File: config.mk
export PLATFORM = sky130hd
export DESIGN_NAME = srs_supervisor_reset_sequencer
export DESIGN_NICKNAME = d
export VERILOG_FILES = /design/src/logic/srs_pkg.sv /design/src/logic/srs_supervisor_reset_sequencer.sv
export SDC_FILE = /design/constraint.sdc
export NUM_CORES = 1
export LEC_CHECK = 0
export BUFFER_PORTS_ARGS = -buffer_cell sky130_fd_sc_hd__buf_2
export CAP_MARGIN = 20
export CORE_MARGIN = 2
export CORE_UTILIZATION = 57
export CTS_CLUSTER_DIAMETER = 40
export DETAILED_ROUTE_END_ITERATION = 16
export HOLD_SLACK_MARGIN = 0.06
export PLACE_DENSITY = 0.86
export SYNTH_ARGS = -nofsm -noshare
export SYNTH_HDL_FRONTEND = slang
export SYNTH_SLANG_ARGS = --single-unit
File: constraint.sdc
create_clock -name clk -period 5.85 [get_ports clk]
set_clock_uncertainty 0.05 [all_clocks]
set_input_delay 0.585 -clock clk [delete_from_list [all_inputs] [get_ports clk]]
set_output_delay 0.585 -clock clk [all_outputs]
set_load 0.01 [all_outputs]
File: src/logic/srs_pkg.sv
// Shared constants, types and helpers for the reset sequencer.
package srs_pkg;

  // Clock rate of the free-running timebase.
  localparam int CLK_HZ = 25_000_000;
  localparam int CYC_PER_MS = CLK_HZ / 1000;

  // Reset timeout: typical figure is used, the minimum is for reference.
  localparam int TIMEOUT_TYP_MS = 210;
  localparam int TIMEOUT_MIN_MS = 140;
  // Debounce of the immediate input on its falling side.
  localparam int IMM_DEBOUNCE_MS = 210;
  // Debounce of hold-button releases.
  localparam int REL_DEBOUNCE_MS = 20;

  // Selectable button hold times.
  localparam int HOLD_10P08_MS = 10080;
  localparam int HOLD_6P72_MS = 6720;
  localparam int HOLD_3P36_MS = 3360;
  localparam int HOLD_1P68_MS = 1680;

  typedef enum logic [1:0] {
    SRS_HOLD_10P08 = 2'h0,
    SRS_HOLD_6P72 = 2'h1,
    SRS_HOLD_3P36 = 2'h2,
    SRS_HOLD_1P68 = 2'h3
  } srs_hold_sel_t;

  typedef enum logic [2:0] {
    HOLD_IDLE = 3'h1,
    HOLD_TIMING = 3'h2,
    HOLD_DONE = 3'h4
  } srs_hold_st_t;

  // Bit positions in the synchroniser vector.
  localparam int IN_MAIN = 0;
  localparam int IN_AUX = 1;
  localparam int IN_BTN_A = 2;
  localparam int IN_BTN_B = 3;
  localparam int IN_W = 4;

  function automatic int ms_cycles(input int ms);
    return ms * CYC_PER_MS;
  endfunction

  function automatic int hold_ms(input srs_hold_sel_t sel);
    case (sel)
      SRS_HOLD_10P08: return HOLD_10P08_MS;
      SRS_HOLD_6P72: return HOLD_6P72_MS;
      SRS_HOLD_3P36: return HOLD_3P36_MS;
      default: return HOLD_1P68_MS;
    endcase
  endfunction

  localparam int TIMEOUT_CYCLES = ms_cycles(TIMEOUT_TYP_MS);
  localparam int IMM_DB_CYCLES = ms_cycles(IMM_DEBOUNCE_MS);
  localparam int REL_DB_CYCLES = ms_cycles(REL_DEBOUNCE_MS);

endpackage

File: src/logic/srs_supervisor_reset_sequencer.sv
// Reset sequencer: supply, hold-button and immediate-input reset timing.
//
// Operation
// - A low main or auxiliary supply flag drives the reset output low.
// - After all supplies are good, reset stays low a full timeout, then rises.
// - The power-up timeout is 210 ms, never below the 140 ms minimum.
// - A hold button asserts reset only after staying low the whole hold time.
// - The hold time is a build choice of 10.08, 6.72, 3.36 or 1.68 seconds.
// - A completed hold gives one low pulse lasting the reset timeout.
// - With two hold buttons the hold timer runs only while both are low.
// - One pulse per hold; another needs a release and a new full hold.
// - Releases of hold buttons are debounced so bounce changes nothing.
// - A release before the hold time ends aborts it; the next low restarts.
// - A rising edge on the immediate input asserts reset and starts a timeout.
// - A rising edge during a running timeout restarts it with reset held.
// - Reset is released only after a full timeout with no new rising edge.
// - Falling edges of the immediate input are debounced for 210 ms.
`timescale 1ns/100ps
module srs_supervisor_reset_sequencer
  import srs_pkg::*;
#(
  parameter srs_hold_sel_t HOLD_SEL = SRS_HOLD_6P72, // Hold time choice.
  parameter bit DUAL_HOLD = 1'b1, // 1: two hold buttons, 0: immediate input.
  parameter bit HAS_AUX = 1'b1, // Auxiliary supply flag is monitored.
  parameter int CNT_W = 28, // Width of every interval counter.
  parameter int TIMEOUT_CYC = TIMEOUT_CYCLES, // Reset timeout length.
  parameter int HOLD_CYC = ms_cycles(hold_ms(HOLD_SEL)), // Hold length.
  parameter int REL_DB_CYC = REL_DB_CYCLES, // Release debounce length.
  parameter int IMM_DB_CYC = IMM_DB_CYCLES // Immediate fall debounce.
)(
  input wire logic clk, // Free-running 25 MHz clock.
  input wire logic reset, // Asynchronous reset, active high.
  input wire logic main_supply_ok, // Main supply above threshold.
  input wire logic aux_supply_sense, // Auxiliary input above threshold.
  input wire logic hold_button_a_n, // First hold button, low when pressed.
  input wire logic second_button_in, // Second hold button or immediate input.
  output logic reset_out_n // Reset to the processor, active low.
);

  localparam logic [CNT_W-1:0] TO_LAST = CNT_W'(TIMEOUT_CYC - 1);
  localparam logic [CNT_W-1:0] HOLD_LAST = CNT_W'(HOLD_CYC - 1);
  localparam logic [CNT_W-1:0] REL_LAST = CNT_W'(REL_DB_CYC - 1);
  localparam logic [CNT_W-1:0] IDB_LAST = CNT_W'(IMM_DB_CYC - 1);
  // Buttons idle released; the immediate input idles low.
  localparam logic [IN_W-1:0] SYNC_RST = {DUAL_HOLD, 1'b1, 1'b0, 1'b0};

  if (TIMEOUT_CYC < 1 || HOLD_CYC < 1 || REL_DB_CYC < 1 || IMM_DB_CYC < 1)
  begin : g_bad_count
    $error("All interval counts must be at least one cycle.");
  end
  if (CNT_W < 1 || CNT_W > 31 || TIMEOUT_CYC >= (1 << CNT_W) ||
      HOLD_CYC >= (1 << CNT_W) || IMM_DB_CYC >= (1 << CNT_W) ||
      REL_DB_CYC >= (1 << CNT_W))
  begin : g_bad_width
    $error("Counter width too small for the configured counts.");
  end

  function automatic logic [CNT_W-1:0] step(input logic [CNT_W-1:0] c);
    return c + CNT_W'(1);
  endfunction

  // Two-stage synchroniser for every pin input.
  logic [IN_W-1:0] sync1;
  logic [IN_W-1:0] sync2;
  logic [IN_W-1:0] pins;

  always_comb
  begin
    pins = {second_button_in, hold_button_a_n, aux_supply_sense,
            main_supply_ok};
  end

  always_ff @(posedge clk or posedge reset)
  begin
    if (reset)
    begin
      sync1 <= SYNC_RST;
      sync2 <= SYNC_RST;
    end
    else
    begin
      sync1 <= pins;
      sync2 <= sync1;
    end
  end

  logic supplies_ok;
  logic imm_raw;

  always_comb
  begin
    supplies_ok = sync2[IN_MAIN] & (sync2[IN_AUX] | !HAS_AUX);
    imm_raw = !DUAL_HOLD & sync2[IN_BTN_B];
  end

  // Power-up timeout.
  logic por_hold;
  logic next_por_hold;
  logic [CNT_W-1:0] por_cnt;
  logic [CNT_W-1:0] next_por_cnt;

  always_comb
  begin
    next_por_hold = por_hold;
    next_por_cnt = por_cnt;
    if (!supplies_ok)
    begin
      next_por_hold = 1'b1;
      next_por_cnt = '0;
    end
    else if (por_hold)
    begin
      if (por_cnt == TO_LAST)
        next_por_hold = 1'b0;
      else
        next_por_cnt = step(por_cnt);
    end
  end

  always_ff @(posedge clk or posedge reset)
  begin
    if (reset)
    begin
      por_hold <= 1'b1;
      por_cnt <= '0;
    end
    else
    begin
      por_hold <= next_por_hold;
      por_cnt <= next_por_cnt;
    end
  end

  // Release debounce: a button reads pressed until it stays high a while.
  logic [1:0] db_low;
  logic [1:0] next_db_low;
  logic [CNT_W-1:0] rel_cnt [2];
  logic [CNT_W-1:0] next_rel_cnt [2];
  logic [1:0] btn_raw_n;

  always_comb
  begin
    btn_raw_n = {sync2[IN_BTN_B] | !DUAL_HOLD, sync2[IN_BTN_A]};
    for (int i = 0; i < 2; i++)
    begin
      next_db_low[i] = db_low[i];
      next_rel_cnt[i] = rel_cnt[i];
      if (!btn_raw_n[i])
      begin
        next_db_low[i] = 1'b1;
        next_rel_cnt[i] = '0;
      end
      else if (db_low[i])
      begin
        if (rel_cnt[i] == REL_LAST)
          next_db_low[i] = 1'b0;
        else
          next_rel_cnt[i] = step(rel_cnt[i]);
      end
    end
  end

  always_ff @(posedge clk or posedge reset)
  begin
    if (reset)
    begin
      db_low <= '0;
      rel_cnt[0] <= '0;
      rel_cnt[1] <= '0;
    end
    else
    begin
      db_low <= next_db_low;
      rel_cnt[0] <= next_rel_cnt[0];
      rel_cnt[1] <= next_rel_cnt[1];
    end
  end

  // Hold timer state machine.
  srs_hold_st_t hold_st;
  srs_hold_st_t next_hold_st;
  logic [CNT_W-1:0] hold_cnt;
  logic [CNT_W-1:0] next_hold_cnt;
  logic hold_active;
  logic hold_fire;

  always_comb
  begin
    hold_active = db_low[0] & (db_low[1] | !DUAL_HOLD);
    next_hold_st = hold_st;
    next_hold_cnt = hold_cnt;
    hold_fire = 1'b0;
    unique case (hold_st)
      HOLD_IDLE:
        if (hold_active)
        begin
          next_hold_st = HOLD_TIMING;
          next_hold_cnt = '0;
        end
      HOLD_TIMING:
        if (!hold_active)
          next_hold_st = HOLD_IDLE;
        else if (hold_cnt == HOLD_LAST)
        begin
          next_hold_st = HOLD_DONE;
          hold_fire = 1'b1;
        end
        else
          next_hold_cnt = step(hold_cnt);
      HOLD_DONE:
        if (!hold_active)
          next_hold_st = HOLD_IDLE;
      default:
        next_hold_st = HOLD_IDLE;
    endcase
  end

  always_ff @(posedge clk or posedge reset)
  begin
    if (reset)
    begin
      hold_st <= HOLD_IDLE;
      hold_cnt <= '0;
    end
    else
    begin
      hold_st <= next_hold_st;
      hold_cnt <= next_hold_cnt;
    end
  end

  // One-shot pulse after a completed hold.
  logic btn_pulse;
  logic next_btn_pulse;
  logic [CNT_W-1:0] pulse_cnt;
  logic [CNT_W-1:0] next_pulse_cnt;

  always_comb
  begin
    next_btn_pulse = btn_pulse;
    next_pulse_cnt = pulse_cnt;
    if (hold_fire)
    begin
      next_btn_pulse = 1'b1;
      next_pulse_cnt = '0;
    end
    else if (btn_pulse)
    begin
      if (pulse_cnt == TO_LAST)
        next_btn_pulse = 1'b0;
      else
        next_pulse_cnt = step(pulse_cnt);
    end
  end

  always_ff @(posedge clk or posedge reset)
  begin
    if (reset)
    begin
      btn_pulse <= 1'b0;
      pulse_cnt <= '0;
    end
    else
    begin
      btn_pulse <= next_btn_pulse;
      pulse_cnt <= next_pulse_cnt;
    end
  end

  // Immediate input: edge trigger, restartable timeout, fall debounce.
  logic imm_prev;
  logic imm_db;
  logic next_imm_db;
  logic [CNT_W-1:0] imm_dcnt;
  logic [CNT_W-1:0] next_imm_dcnt;
  logic imm_active;
  logic next_imm_active;
  logic [CNT_W-1:0] imm_cnt;
  logic [CNT_W-1:0] next_imm_cnt;
  logic imm_rise;
  logic imm_start;

  always_comb
  begin
    imm_rise = imm_raw & !imm_prev;
    // A fresh trigger needs a debounced low; bounce may only restart.
    imm_start = imm_rise & (imm_active | !imm_db);
    next_imm_db = imm_db;
    next_imm_dcnt = imm_dcnt;
    if (imm_raw)
    begin
      next_imm_db = 1'b1;
      next_imm_dcnt = '0;
    end
    else if (imm_db)
    begin
      if (imm_dcnt == IDB_LAST)
        next_imm_db = 1'b0;
      else
        next_imm_dcnt = step(imm_dcnt);
    end
    next_imm_active = imm_active;
    next_imm_cnt = imm_cnt;
    if (imm_start)
    begin
      next_imm_active = 1'b1;
      next_imm_cnt = '0;
    end
    else if (imm_active)
    begin
      if (imm_cnt == TO_LAST)
        next_imm_active = 1'b0;
      else
        next_imm_cnt = step(imm_cnt);
    end
  end

  always_ff @(posedge clk or posedge reset)
  begin
    if (reset)
    begin
      imm_prev <= 1'b0;
      imm_db <= 1'b0;
      imm_dcnt <= '0;
      imm_active <= 1'b0;
      imm_cnt <= '0;
    end
    else
    begin
      imm_prev <= imm_raw;
      imm_db <= next_imm_db;
      imm_dcnt <= next_imm_dcnt;
      imm_active <= next_imm_active;
      imm_cnt <= next_imm_cnt;
    end
  end

  // Output register combines every reset source.
  logic next_reset_out_n;

  always_comb
  begin
    next_reset_out_n = !(!supplies_ok | por_hold | btn_pulse |
                         imm_active);
  end

  always_ff @(posedge clk or posedge reset)
  begin
    if (reset)
      reset_out_n <= 1'b0;
    else
      reset_out_n <= next_reset_out_n;
  end
endmodule // srs_supervisor_reset_sequencer

Yosys cells after proc, flatten, opt, wreduce, memory -nomap -nowiden
Cells that the tools add are included.

$add $sub $neg: 6. Equality and inequality tests: 21. Multiplexer cells: 38. Bitwise gates (word level): 6. Reduce and logical (&&, ||, !) cells: 11.

Operators by type and width (count): 2-to-1 mux 28 bit (15); adder 28 x 1 -> 28 bit, second input constant (6); == test 28 x 23 -> 1 bit, second input constant (3); == test 28 x 19 -> 1 bit, second input constant (2); case mux 28 bit (2 select lines) (1); == test 28 bit, second input constant (1); 2-to-1 mux 1 bit (17); != test 2 bit, second input constant (8); 2-to-1 mux 3 bit (4); AND reduction 2 bit (5); case mux 3 bit (3 select lines) (1); != test 2 x 1 -> 1 bit, second input constant (3); AND reduction 4 bit (1); nonzero test 2 bit (2); == test 3 x 1 -> 1 bit, second input constant (1); == test 3 x 2 -> 1 bit, second input constant (1); == test 3 bit, second input constant (1); != test 3 bit, second input constant (1); bitwise OR 1 bit (3); AND reduction 3 bit (1); bitwise AND 1 bit (2); logical NOT 1 bit (2); NOT 1 bit (1).

Flip-flop bits (word level): 185. Input bits: 6. Word-level logic and storage cells: 96.

Depth between registers and ports, before layout
Depth in word-level cells: 6. Mapped depth: 8. Depth with buffers taken out: 6.

Worst setup path after synthesis
OpenSTA, ideal clock, no wires.

Path kind: register -> register. Start: register imm_cnt[14]. End: register imm_cnt[1]. Data arrival time: 1.955 ns. Path slack: 3.720 ns. Stages on the path, launching flop included: 5. Path buffers: 0. Path through: dfrtp_1 or4_1 or4_1 o31a_4 mux2_4.

Longest elaborated chain between the ends: 3.

RTL lines: start, declared (RTL line srs_supervisor_reset_sequencer.sv:278) `logic [CNT_W-1:0] imm_cnt;`; start signal, assigned (RTL line srs_supervisor_reset_sequencer.sv:334) `imm_cnt <= next_imm_cnt;`; == test 28 x 23 -> 1 bit (RTL line srs_supervisor_reset_sequencer.sv:311) `if (imm_cnt == TO_LAST)`; NOT 1 bit (no line); AND reduction 2 bit (no line).

Every way passes these cells. A chain may end at the register's enable or synchronous reset.

Worst setup path in the final report
Start: register por_cnt[0]. End: register por_cnt[1].

Longest elaborated chain between the ends: 4. Elaborated cells between the ends (all ways): 7.

RTL lines: start, declared (RTL line srs_supervisor_reset_sequencer.sv:99) `logic [CNT_W-1:0] por_cnt;`; start signal, assigned (RTL line srs_supervisor_reset_sequencer.sv:130) `por_cnt <= next_por_cnt;`; adder 28 x 1 -> 28 bit (RTL line srs_supervisor_reset_sequencer.sv:59) `return c + CNT_W'(1);`; 2-to-1 mux 28 bit (RTL line srs_supervisor_reset_sequencer.sv:113) `if (por_cnt == TO_LAST)`; 2-to-1 mux 28 bit (RTL line srs_supervisor_reset_sequencer.sv:111) `else if (por_hold)`; 2-to-1 mux 28 bit (RTL line srs_supervisor_reset_sequencer.sv:106) `if (!supplies_ok)`.

Several ways; a longest one is shown, not always the timed one. The select of a mux whose other input is x is not followed.

==> results.cfg <==
[power_and_ir_drop]
peakVddDrop_mv = 0.226
p_per_area_mw_per_mm2 = 241
leakage_uw = 0.00416

[finish]
drive_above_1_share_pct = 5.88
fillers = 1246
fin_nets = 969
num_antenna_cells = 0
syn_to_final_growth_pct = 8.38

[setup_path]
critical-path-top-delay-family = simple AND/OR/NAND/NOR gates
crit_fanout = 13
crit_chain = ha_1 -> nand3_1 -> or4_1 -> o21ai_1 -> mux2i_1 -> nor2_1
slowest_stage = o21ai_1
path_buf_inv = 0
reg2reg_depth = 6
crit_type = register to register
cp_slowest_stage_delay_ps = 700
cp.depth = 6
arrival_ps = 2920
cp-end-kind = register
critPathLaunchType = register
required_ps = 6080

[cts]
cts-root-buf = clkbuf_16
insertion_delay_ps = 440
htree_num_levels = 4
cts_tree = done
cts_resized = 0
clk_path_buf_depth = 2
cts_hold_buf = 0
postCtsSetupRepairBufs = 0
cts_sinks = 185
cts_buffers = 17
clkTransAtPathRegs_ps = 60

[logic_synthesis]
synth_commonest_cells = dfrtp_1, nor2_1, nand2_1
synthFlopType = dfrtp_1
syn_area_sq_mm = 0.00931
ys_ff_latch = 185
syn_area_per_cell_sq_um = 9.69
synthArstFlopShare_pct = 100
netlist.area_leader.share_pct = 48.1
synth_enable_flop_cells = 0
synth_cell_types = 47
synth_cells = 961
synth.most_common_cell = dfrtp_1
yosysTopAreaCell = dfrtp_1
synth_warnings = 0
synth_area_leaders = dfrtp_1, xnor2_1, xor2_1, nor2_1, nand2_1
seq_area_frac_synth_pct = 49.8
syn-num-nets = 973

[detailed_routing]
ant_nets = 0
drtIter0Drc = 686
vias_per_cell = 6.05
firstDrtPassIters = 7
drc = 0
avgRoutedWirePerCell_microns = 15.5
vias = 7174
routed_wl_mm = 18.4

[grt]
grt_pass1_wl_mm = 32.4
grt_max_degree = 130
track_usage_pct = 22.4
grt_pass1_vias = 6939
gr-total-overflow = 0
antenna_found_initial = 0

[floorplan]
ios = 7
initial_core_util_pct = 58.4
dieWidth_microns = 132
coreArea_sq_mm = 0.0159
dieArea_sq_mm = 0.0174
die_h_microns = 132
row_count = 46

[outcome]
outcome = complete, no violations

[sta]
slew_viol_final = 0
worst_slack_ps = 3170
tns_ps = 0
hold_slack_ps = 193
max_slew_margin_pct = 36.2
rsz0062_at_grt = false
setup_violations = 0
fin_crit_sh_pct = 45.9
fmax_mhz = 373
tightest_slew_ps = 955
final_hold_viol_count = 0
post-route-min-period_ps = 2680

[placement]
io_buffers = 6
hpwl_mm = 11.6
pre_cts_ws_ps = 3080
gp_congestion = 0.835

[min_path]
whs_path_depth = 1
worstHoldPathType = primary input to register

[flow_run]
maxCapViolCount = 0
[stage by stage]
stage	std cells	power (uW)	util, %	area (sq um)
after floorplan	961	1350	-	9310
after global placement	1151	1360	59.6	9510
after detailed placement	1151	1360	59.6	9510
after CTS	1183	2450	63.2	10100
after global routing	1186	2500	63.3	10100
final	1186	2430	63.3	10100
[cell type report]
type / instances / area (sq um) / share of cell area, %
flip-flops and latches: 185 / 4640 / 45.9
multi-input cells: 729 / 4500 / 44.6
clock buffers: 25 / 495 / 4.91
well taps: 216 / 270 / 2.68
repair buffers: 11 / 71.3 / 0.706
clock inverters: 7 / 66.3 / 0.657
inverters: 13 / 56.3 / 0.558
[routing by layer]
layer	global-route usage (%)	vias to the layer above	part of all wire, %
met1	29.4	3539	45
met5	0	-	0
met4	9.18	0	2.0
met3	4.69	33	3.8
met2	36.5	172	50
li1	-	3430	-
[report_power, final]
group | internal (uW) | switching (uW)
Clock | 629 | 467
Combinational | 7.80 | 34.9
Sequential | 1290 | 8.29
Total | 1920 | 510
[kinds of logic (layout without fill, tap and decap cells)]
logic type	Yosys count	in the layout	synth area share, %
AND/OR/NAND/NOR	511	511	29.4
flip-flops	185	185	49.8
XOR/XNOR	129	129	12.1
AO/OA/AOI/OAI	76	76	5.15
buffers and inverters	47	56	1.97
multiplexers	7	7	0.806
adder cells (fa/ha/maj)	6	6	0.806
[layout by cell type, fill, tap and decap left out, drive strengths merged, types with 2 or more instances in the layout]
cell type and instances:
dfrtp 179, nor2 109, nand2 88, xnor2 82, nand3 55, nand4 51, xor2 47, nor4 47
nor3 34, and2 26, clkbuf 26, o21ai 25, and3 20, or3 20, a21oi 17, o211ai 16
and4 15, or4 15, inv 13, nor4b 10, buf 10, o31ai 7, mux2i 6, ha 6
dfstp 6, nand2b 5, a21boi 5, clkinv 5, or2 4, nor2b 3, nor4bb 2, o311ai 2
nand4bb 2, o21a 2, nor3b 2
[final timing paths]
kind / to / start / slack (ps)
setup / recovery: por_cnt[1] / por_cnt[0] / 3170
hold / removal: sync1[2] / hold_button_a_n / 190
setup reg to reg: por_cnt[1] / por_cnt[0] / 3170
hold reg to reg: sync2[0] / sync1[0] / 300
max in group asynchronous: pulse_cnt[12] / reset / 4260
min in group asynchronous: rel_cnt[17] / reset / 270
[sequential cells by signal, indices dropped and copies added (netlist names), 2 cells and up]
name       count
hold_cnt      28
hold_st        3
imm_cnt       28
rel_cnt       56
sync2          4
pulse_cnt     28
db_low         2
por_cnt       28
sync1          4
(Power assumes the default switching activity.)
